$ cat config.mk
export PLATFORM = sky130hd
export DESIGN_NAME = cda_alu
export DESIGN_NICKNAME = d
export VERILOG_FILES = /design/src/design/cda_alu_pkg.sv /design/src/design/cda_adjust.sv /design/src/design/cda_alu.sv
export VERILOG_INCLUDE_DIRS = /design/src /design/src/design
export SDC_FILE = /design/constraint.sdc
export NUM_CORES = 1
export LEC_CHECK = 0
export BUFFER_PORTS_ARGS = -buffer_cell sky130_fd_sc_hd__buf_2
export CORE_ASPECT_RATIO = 1.75
export CORE_MARGIN = 1
export CORE_UTILIZATION = 49
export DETAILED_ROUTE_END_ITERATION = 8
export GPL_TIMING_DRIVEN = 0
export PLACE_DENSITY = 0.76
export SLEW_MARGIN = 20
export SYNTH_ARGS = -nofsm -noshare
export SYNTH_HDL_FRONTEND = slang
export SYNTH_SLANG_ARGS = --single-unit
$ cat constraint.sdc
create_clock -name MCLK -period 2.4 [get_ports MCLK]
set_input_delay 0.12 -clock MCLK [delete_from_list [all_inputs] [get_ports MCLK]]
set_output_delay 0.12 -clock MCLK [all_outputs]
set_load 0.005 [all_outputs]
$ cat src/design/cda_alu_map.svh
// Constants for the complement and decimal-adjust datapath.
`ifndef CDA_ALU_MAP_SVH
`define CDA_ALU_MAP_SVH
`define CDA_NIBBLE_MAX 4'h9
`define CDA_NIBBLE_FIX 4'h6
`define CDA_ADJ_NONE 8'h00
`define CDA_ADJ_LOW 8'h06
`define CDA_ADJ_HIGH 8'h60
`define CDA_ADJ_BOTH 8'h66
`define CDA_ACC_RESET 8'h00
`define CDA_FLAG_RESET 1'b0
`endif

$ cat src/design/cda_alu_pkg.sv
// Types for the complement and decimal-adjust datapath.
package cda_alu_pkg;
  // Operation select, one-hot so the decoder can drive it directly.
  typedef enum logic [3:0] {
    CDA_OP_NONE = 4'h1,
    CDA_OP_COMPLEMENT_MEMORY = 4'h2,
    CDA_OP_COMPLEMENT_TO_ACC = 4'h4,
    CDA_OP_DECIMAL_ADJUST = 4'h8
  } cda_op_t;
endpackage

$ cat src/design/cda_adjust.sv
// Combinational decimal-correction constant selector and adder.
`timescale 1ns/1ps
`default_nettype none
`include "cda_alu_map.svh"
module cda_adjust #(
  parameter int WIDTH = 8
) (
  // Operand and flags.
  input wire logic [WIDTH-1:0] acc_in,
  input wire logic half_carry_in,
  input wire logic carry_in,
  // Corrected byte and carry.
  output logic [WIDTH-1:0] result,
  output logic carry_out
);
  // The nibble tests below are fixed at four bits, so only a byte can be served.
  if (WIDTH != 8) begin : g_width_check
    $error("cda_adjust supports an 8-bit byte only");
  end

  logic low_fix;
  logic high_fix;
  logic [WIDTH:0] sum;
  logic [WIDTH-1:0] adj;

  // The high nibble is judged as it stands after the low correction: a 9 that takes the
  // low carry becomes ten and needs its 6 too, else a BCD sum of 100 loses its carry.
  always_comb begin
    low_fix = (acc_in[3:0] > `CDA_NIBBLE_MAX) || half_carry_in;
    high_fix = (acc_in[7:4] > `CDA_NIBBLE_MAX) || carry_in
      || ((acc_in[7:4] == `CDA_NIBBLE_MAX) && (acc_in[3:0] > `CDA_NIBBLE_MAX));
    if (low_fix && high_fix) begin
      adj = `CDA_ADJ_BOTH;
    end else if (high_fix) begin
      adj = `CDA_ADJ_HIGH;
    end else if (low_fix) begin
      adj = `CDA_ADJ_LOW;
    end else begin
      adj = `CDA_ADJ_NONE;
    end
    sum = {1'b0, acc_in} + {1'b0, adj};
    result = sum[WIDTH-1:0];
    carry_out = carry_in || sum[WIDTH];
  end
endmodule
`default_nettype wire

$ cat src/design/cda_alu.sv
// Complement and decimal-adjust ALU slice with accumulator and flags.
//
// Overview of operation
// - Complement memory byte in place, update zero.
// - Complemented byte to accumulator, memory untouched, zero.
// - Decimal adjust accumulator, result written to memory.
// - Low nibble over 9 or half-carry: add 6.
// - High nibble over 9 or carry: add 6.
// - Correction adds 00H, 06H, 60H or 66H.
// - Adjust touches only carry; carry set past 99.
`timescale 1ns/1ps
`default_nettype none
`include "cda_alu_map.svh"
module cda_alu
  import cda_alu_pkg::*;
#(
  parameter int WIDTH = 8
) (
  // Clock, reset and enable.
  input wire logic MCLK,
  input wire logic SYS_RST,
  input wire logic CLK_EN,
  // Instruction from the decoder, one cycle per valid strobe.
  input wire logic OP_VALID,
  input wire cda_alu_pkg::cda_op_t OP_SEL,
  input wire logic [WIDTH-1:0] MEM_RDATA,
  // Flag and accumulator loads from the rest of the core.
  input wire logic FLAG_LOAD,
  input wire logic HALF_CARRY_IN,
  input wire logic CARRY_IN,
  input wire logic ACC_LOAD,
  input wire logic [WIDTH-1:0] ACC_IN,
  // Memory write-back.
  output logic MEM_WE,
  output logic [WIDTH-1:0] MEM_WDATA,
  // Architectural state.
  output logic [WIDTH-1:0] ACCUMULATOR_REG,
  output logic ZERO_FLAG,
  output logic CARRY_FLAG,
  output logic HALF_CARRY_FLAG
);
  import cda_alu_pkg::*;

  // The slice is byte-wide throughout; refuse any other width when elaborating.
  if (WIDTH != 8) begin : g_width_check
    $error("cda_alu supports an 8-bit byte only");
  end

  // Zero test of a result byte, shared by both complement paths.
  function automatic logic byte_is_zero(input logic [WIDTH-1:0] value);
    return (value == '0);
  endfunction

  logic [WIDTH-1:0] acc_q, acc_d, wdata_q, wdata_d;
  logic we_q, we_d, z_q, z_d, c_q, c_d, half_q, half_d;
  logic [WIDTH-1:0] adj_result;
  logic adj_carry;
  logic [WIDTH-1:0] inv;

  // The adjuster reads registered state only, so a load in the same cycle cannot race it.
  cda_adjust #(.WIDTH(WIDTH)) u_adjust (
    .acc_in(acc_q),
    .half_carry_in(half_q),
    .carry_in(c_q),
    .result(adj_result),
    .carry_out(adj_carry)
  );

  // Next-state for accumulator, flags and the write strobe.
  // Plain loads come first and an operation result last, so the operation wins a clash.
  always_comb begin
    inv = ~MEM_RDATA;
    acc_d = acc_q;
    wdata_d = wdata_q;
    we_d = 1'b0;
    z_d = z_q;
    c_d = c_q;
    half_d = half_q;
    if (ACC_LOAD) begin
      acc_d = ACC_IN;
    end
    if (FLAG_LOAD) begin
      c_d = CARRY_IN;
      half_d = HALF_CARRY_IN;
    end
    if (OP_VALID) begin
      unique case (OP_SEL)
        CDA_OP_COMPLEMENT_MEMORY: begin
          wdata_d = inv;
          we_d = 1'b1;
          z_d = byte_is_zero(inv);
        end
        CDA_OP_COMPLEMENT_TO_ACC: begin
          acc_d = inv;
          z_d = byte_is_zero(inv);
        end
        CDA_OP_DECIMAL_ADJUST: begin
          // The accumulator and the zero flag are left alone; only carry may move.
          wdata_d = adj_result;
          we_d = 1'b1;
          c_d = adj_carry;
        end
        CDA_OP_NONE: begin
        end
        // A code that is not one-hot is ignored rather than half decoded.
        default: begin
        end
      endcase
    end
  end

  // State registers; the enable freezes everything, write strobe included.
  // A strobe caught by a low enable stays high until the next enabled edge, so the
  // memory side must qualify it with the same enable to avoid a double write.
  always_ff @(posedge MCLK or posedge SYS_RST) begin
    if (SYS_RST) begin
      acc_q <= `CDA_ACC_RESET;
      wdata_q <= '0;
      we_q <= 1'b0;
      z_q <= `CDA_FLAG_RESET;
      c_q <= `CDA_FLAG_RESET;
      half_q <= `CDA_FLAG_RESET;
    end else if (CLK_EN) begin
      acc_q <= acc_d;
      wdata_q <= wdata_d;
      we_q <= we_d;
      z_q <= z_d;
      c_q <= c_d;
      half_q <= half_d;
    end
  end

  // Outputs come straight from the registers, so no input reaches them combinationally.
  assign MEM_WE = we_q;
  assign MEM_WDATA = wdata_q;
  assign ACCUMULATOR_REG = acc_q;
  assign ZERO_FLAG = z_q;
  assign CARRY_FLAG = c_q;
  assign HALF_CARRY_FLAG = half_q;
endmodule
`default_nettype wire

==> impl_results.md, run 1 <==
- Top-area cell type share of the netlist area: 0.388
- Clock Tree Buf Depth: 2
- Antenna viol nets, final: 0
- Multi-input gate area: 748 µm²
- Drt total wl: 3.45 mm
- Slowest-stage cell, CP: dfrtp_1
- Antenna violations before repair: 0
- CP cell instances: or2_2 -> a21o_1 -> ha_1 -> a21o_1 -> nor3b_1 -> mux2_2 -> a21oi_2 -> a21oi_1
- Final std cells w/o fill: 219
- Total track usage: 0.284
- ANT cells: 0
- Fin Clk Skew: approximately 0.0015 ns
- Placed cell count: 215
- Seq/Total Area, Yosys: 0.388
- Fin nets: 225
- Finished Core Util: 0.655
- Largest net degree at the start of global routing: 21
- Register area: ~500 µm²
- Global-route wire length before repair: around 5.7 mm
- Max_cap viols: 0
- Final setup vio count: 0
- Final hold violations: 20
- Slew @ Worst Pin: between 0.7 and 0.8 ns
- Slew Limit Fails: 0
- TNS Setup: 0 ns
- Vias in the first global route: 1276
- DP Wirelength: 2.75 mm
- Critical Path RT: roughly 2.5 ns
- CORE AREA: 2490 µm²
- Sink Count: 20
- Residual DRC: 0
- Pleak: roughly 0.80 nW
- Via-per-instance ratio: about 6.0
- Hold_buf cts: 0
- Initial core utilization: 0.518
- Hold_ws: -0.0213 ns
- Die X-Extent: approximately 41 µm
- Status: finished, violations left
- Worst Hold Class: in2async
- Crit Path Max Fanout: 6
- CTS tree: built
- Gpl congestion: 0.852
- Minimum clock period: 2.33 ns
- Layout cells sized above 1: 0.332
- Port Buffers: 47
- Total grt overflow: 0
- FF+latch count, synth: 20
- 1st-iter DRT viols: 20
- DR vias: 1309
- Peak VDD IR: 0.412 mV
- Critical Path Start Type: flop
- R2R setup slack: 0.07 ns
- I/O Pins: 48
- Most common cell in the synthesized netlist: dfrtp_1
- Failing checks: hold timing
- Initial DRT Pass Iterations: 4
- Filler instances: 221
- Worst slew margin: 0.505
- Die Y: between 60 and 70 µm
- Num rows: 24
- Top post-synthesis cells by count: dfrtp_1 (20), nor2_1 (14), a21oi_1 (12)
- Synth Net Count: 173
- Mapped Cells: between 100 and 150
- Num CTS Buffers: 3
- Slowest stage delay, CP: 0.44 ns
- Most frequent CP cell: a21o_1
- Worst R2R Start: ACCUMULATOR_REG[2]
- FMAX: 0.429 GHz
- Root Buffer: clkbuf_8
- Asr flop ratio synth: 1.00
- H-Tree Depth: 1
- Most used DFF post-synth: dfrtp_1
- CP Class: reg2reg
- Die Area: between 2000 and 3000 µm²
- EDFF count, synth: 0
- Top cells by area, synth: dfrtp_1 (39%), a22o_1 (6.8%), o2bb2ai_1 (5.4%), a21oi_1 (4.7%), nor2_1 (4.1%)
- Syn-to-layout area delta: 26.4%
- Power density cells: 637 nW/µm²
- Post-route cell area: around 1600 µm²
- RR Endpoint: MEM_WDATA[6]
- Mapped Area: 1290 µm²
- Area after DPL: between 1500 and 2000 µm²
- CP Capture Type: flop
- Synth Area per Inst: about 9.1 µm²
- Skew-Pair Late Insertion Delay: 0.25 ns
- Unrepaired setup endpoints after global routing: no
- Yosys Warn Count: 0
- Avg WL per Cell: between 15 and 20 µm
- Synth cell types: 45
- Period utilization: 0.971
- Clock transition at path regs: 0.07 ns
- Worst path arrival time: roughly 2.5 ns
- Worst-case reg-to-reg path depth: 8
- Biggest area consumer among synthesized cells: dfrtp_1
-- critical path: cells and delay by family, from the launching register on --
| family | cells | cell delay (ns) |
|---|---|---|
| AOI/OAI and AO/OA | 4 | 0.59 |
| and+or+nand+nor | 2 | 0.52 |
| DFF | 1 | 0.44 |
| muxes | 1 | 0.37 |
| adders and majority gates | 1 | 0.29 |
-- cell families after synthesis --
logic type	synth area share
xor+xnor	0.0271
simple gates	0.172
buf+inv	0.0465
flops	0.388
fa+ha+maj	0.0349
mux	0.0252
compound gates	0.307
-- sequential cells by signal, summed over array words and instances, names as in the netlist --
| signal | count |
|---|---|
| ACCUMULATOR_REG | 8 |
| CARRY_FLAG | 1 |
| HALF_CARRY_FLAG | 1 |
| MEM_WDATA | 8 |
| MEM_WE | 1 |
| ZERO_FLAG | 1 |
-- layout make-up --
| type | instances | area share |
|---|---|---|
| Multi-Input combinational cell | 107 | 0.459 |
| Sequential cell | 20 | 0.307 |
| Timing Repair Buffer | 47 | 0.144 |
| Buffer | 9 | 0.0230 |
| Inverter | 6 | 0.0138 |
| Clock buffer | 4 | 0.0337 |
| Tap cell | 26 | 0.0199 |
-- worst max-delay path by stage --
stage / endpoint / startpoint / depth (start not counted) / slack [ns]
6_report: MEM_WDATA[6] / ACCUMULATOR_REG[2] / 8 / 0.07
5_1_grt: MEM_WDATA[7] / ACCUMULATOR_REG[2] / 9 / 0.02
4_1_cts: MEM_WDATA[7] / ACCUMULATOR_REG[2] / 8 / 0.08
3_5_place_dp: MEM_WDATA[7] / ACCUMULATOR_REG[2] / 9 / 0.03
3_3_place_gp: MEM_WDATA[7] / ACCUMULATOR_REG[2] / 9 / 0.17
2_1_floorplan: MEM_WDATA[6] / ACCUMULATOR_REG[1] / 8 / 0.26
-- cell usage in the layout, fill, tap and decap left out, types with 2 or more instances in the layout --
cell,Yosys,final
a21o_1,3,3
a21oi_1,12,12
nor2_1,14,13
dfrtp_1,20,20
o21ai_0,9,9
clkbuf_1,5,5
xor2_1,2,2
nand2_1,10,10
ha_1,2,2
o311ai_2,0,2
o2bb2ai_1,8,8
inv_1,6,6
mux2_2,2,2
nor3_1,2,2
nand4_1,2,2
nand3_1,2,2
clkbuf_8,0,4
a22o_1,10,10
buf_2,3,50
xnor2_1,2,2
-- per-layer routing --
metal  vias up  share of wire  wire, µm  GRT usage
met5         -              0         0          0
met4         0          0.030       103      0.126
met3        10          0.035       122     0.0444
met2        37           0.56      1920      0.455
met1       630           0.38      1300      0.352
li1        632              -         -          -
-- per-stage QoR --
| step | setup WS (ns) | total power, mW | hold slack (ns) |
|---|---|---|---|
| floorplan | 0.260 | 0.644 | 0.0838 |
| global placement | 0.174 | 0.769 | 0.280 |
| detailed placement | 0.0284 | 0.785 | 0.296 |
| CTS | 0.0790 | 1.04 | 0.0226 |
| global route | 0.0195 | 1.11 | 0.0697 |
| finish | 0.0696 | 1.04 | -0.0213 |
-- power breakdown --
part / internal [mW] / leakage [nW] / total [mW] / switching, mW
Sequential: 0.395 / 0.252 / 0.441 / 0.0463
Combinational: 0.167 / 0.515 / 0.347 / 0.180
Clock: 0.146 / 0.0288 / 0.252 / 0.106
Total: 0.707 / 0.796 / 1.04 / 0.333
-- timing repair --
item	CTS	global route
pin swaps	0	0
cloned	0	0
buffers inserted	0	0
gates resized for setup	1	4
endpoints found under the setup margin	1	1
(Power assumes the default switching activity.)
==> run 2: changes to the inputs <==
--- a/config.mk
+++ b/config.mk
@@ -13,7 +13,10 @@
 export DETAILED_ROUTE_END_ITERATION = 8
 export GPL_TIMING_DRIVEN = 0
 export PLACE_DENSITY = 0.76
+export RECOVER_POWER = 25
+export REMOVE_ABC_BUFFERS = 1
 export SLEW_MARGIN = 20
 export SYNTH_ARGS = -nofsm -noshare
 export SYNTH_HDL_FRONTEND = slang
 export SYNTH_SLANG_ARGS = --single-unit
+export TNS_END_PERCENT = 100
==> run 2 against run 1 <==
- the flow still finishes with violations (hold timing)
- highest routed layer unchanged
- wire length about the same
- critical path depth did not move
- clock skew hardly changed
- maximum frequency up 0.12%
- non-clock buffer count fell by 8
- first-iteration DRC count rose to 2.7 times the previous value
- sequential power grew 5.0%
- clock power is 37% higher
- combinational power fell by 7.5%
==> impl_results.md, run 2 (synthesis results as in run 1) <==
- ANT cells: 0
- Antenna viol nets, final: 0
- Slowest-stage cell, CP: dfrtp_1
- Critical Path Start Type: flop
- Layout cells sized above 1: 0.335
- Vias in the first global route: 1172
- Port Buffers: 47
- Root Buffer: clkbuf_8
- Initial core utilization: 0.518
- Total track usage: 0.260
- Max_cap viols: 0
- Minimum clock period: around 2.3 ns
- Hold_ws: -0.00123 ns
- FMAX: 0.430 GHz
- Num rows: 24
- Psw: between 0.3 and 0.4 mW
- Residual DRC: 0
- Most frequent cells in the layout: buf_2 (48), dfrtp_1 (20), nor2_1 (14)
- Largest net degree at the start of global routing: 21
- H-Tree Depth: 1
- Crit Path Max Fanout: 6
- 1st-iter DRT viols: 54
- CTS tree: built
- Clk pwr share: 0.305
- Switching share of power: 0.308
- Internal power: between 0.7 and 0.8 mW
- Part of the power in registers: 0.410
- CP Capture Type: flop
- Worst slew margin: 0.462
- Antenna violations before repair: 0
- Die Y: 69.9 µm
- Drt total wl: between 3 and 4 mm
- Initial DRT Pass Iterations: 5
- Failing checks: hold timing
- Num CTS Buffers: 3
- Global-route wire length before repair: 5.24 mm
- Die X-Extent: 40.8 µm
- Clock Tree Buf Depth: 2
- Final hold violations: 7
- DP Wirelength: 2.57 mm
- Worst path arrival time: 2.48 ns
- Syn-to-layout area delta: 25.2%
- CP cell instances: or2_2 -> a21o_1 -> ha_1 -> inv_1 -> fa_1 -> o311ai_1 -> o311ai_2 -> a22o_1
- Total grt overflow: 0
- Pleak: 0.791 nW
- I/O Pins: between 40 and 50
- Slowest stage delay, CP: 0.43 ns
- Gpl congestion: 0.799
- Hold_buf cts: 0
- Sink Count: 20
- Avg WL per Cell: 16.4 µm
- Critical Path RT: 2.56 ns
- Most common library cell in the layout ignoring fill and taps: buf_2
- Status: finished, violations left
- Fin Clk Skew: 0.00113 ns
- Comb power frac: 0.285
- Clock transition at path regs: about 0.08 ns
- Final setup vio count: 0
- Skew-Pair Late Insertion Delay: 0.26 ns
- Finished Core Util: 0.649
- Via-per-instance ratio: 6.13
- DR vias: 1293
- Fin nets: 217
- Slack of the critical path: 0.0725 ns
- DP Worst Slack: -0.0846 ns
- CP Class: reg2reg
- Power density cells: 698 nW/µm²
- Area after DPL: 1530 µm²
- Peak VDD IR: 0.368 mV
- Slew @ Worst Pin: ~0.81 ns
- CORE AREA: 2490 µm²
- Period utilization: 0.970
- Die Area: 2850 µm²
- Post-route cell area: 1620 µm²
- Worst Hold Class: in2async
- Slew Limit Fails: 0
[run 2: worst paths after layout]
check / startpoint / endpoint / slack, ns / cells past startpoint
worst max register to register: ACCUMULATOR_REG[2] / MEM_WDATA[7] / 0.07 / 8
max in group asynchronous: SYS_RST / ACCUMULATOR_REG[1] / 1.90 / 2
worst min register to register: MEM_WDATA[3] / MEM_WDATA[3] / 0.48 / 2
worst max-delay path: ACCUMULATOR_REG[2] / MEM_WDATA[7] / 0.07 / 8
min in group MCLK: HALF_CARRY_IN / HALF_CARRY_FLAG / 0.09 / 2
worst min-delay path: SYS_RST / MEM_WDATA[7] / -0.001 / 2
[run 2: through the flow]
stage / setup TNS, ns / power (mW) / cells
floorplan: 0 / 0.635 / 133
global placement: -0.230 / 0.763 / 206
detailed placement: -0.0846 / 0.781 / 207
CTS: 0 / 1.12 / 211
global route: -0.0278 / 1.18 / 211
finish: 0 / 1.13 / 211
[run 2: power by group through the flow]
stage / sequential, mW / clock [mW] / combinational (mW)
final: 0.463 / 0.345 / 0.321
after global routing: 0.474 / 0.354 / 0.354
after CTS: 0.461 / 0.344 / 0.318
after detailed placement: 0.467 / 0 / 0.313
after global placement: 0.463 / 0 / 0.300
after floorplan: 0.462 / 0 / 0.173
[run 2: layout make-up]
class                           instances  area, µm²
Multi-Input combinational cell        107        749
Tap cell                               26       32.5
Fill cell                             217        876
Inverter                                6       22.5
Sequential cell                        20        500
Clock inverter                          1       30.0
Timing Repair Buffer                   48        240
Clock buffer                            3       41.3
[run 2: layer usage]
layer / global-route usage / up-vias / wire length (µm)
met5: 0 / - / 0
met3: 0.0190 / 8 / 181
met2: 0.415 / 65 / 1780
met1: 0.332 / 612 / 1380
li1: - / 608 / -
met4: 0.126 / 0 / 115
[run 2: what timing repair did]
item	CTS	global route
setup buffers	0	0
setup endpoints to repair	1	2
pin swaps	0	1
gates resized for setup	1	3
[run 2: worst max-delay path: cells and delay by family, from the launching register on]
kind                     cells  cell delay, ns
flip-flops                   1            0.43
AO/OA/AOI/OAI                4            0.96
buffers and inverters        1            0.06
AND/OR/NAND/NOR              1            0.16
adder cells (fa/ha/maj)      2            0.61
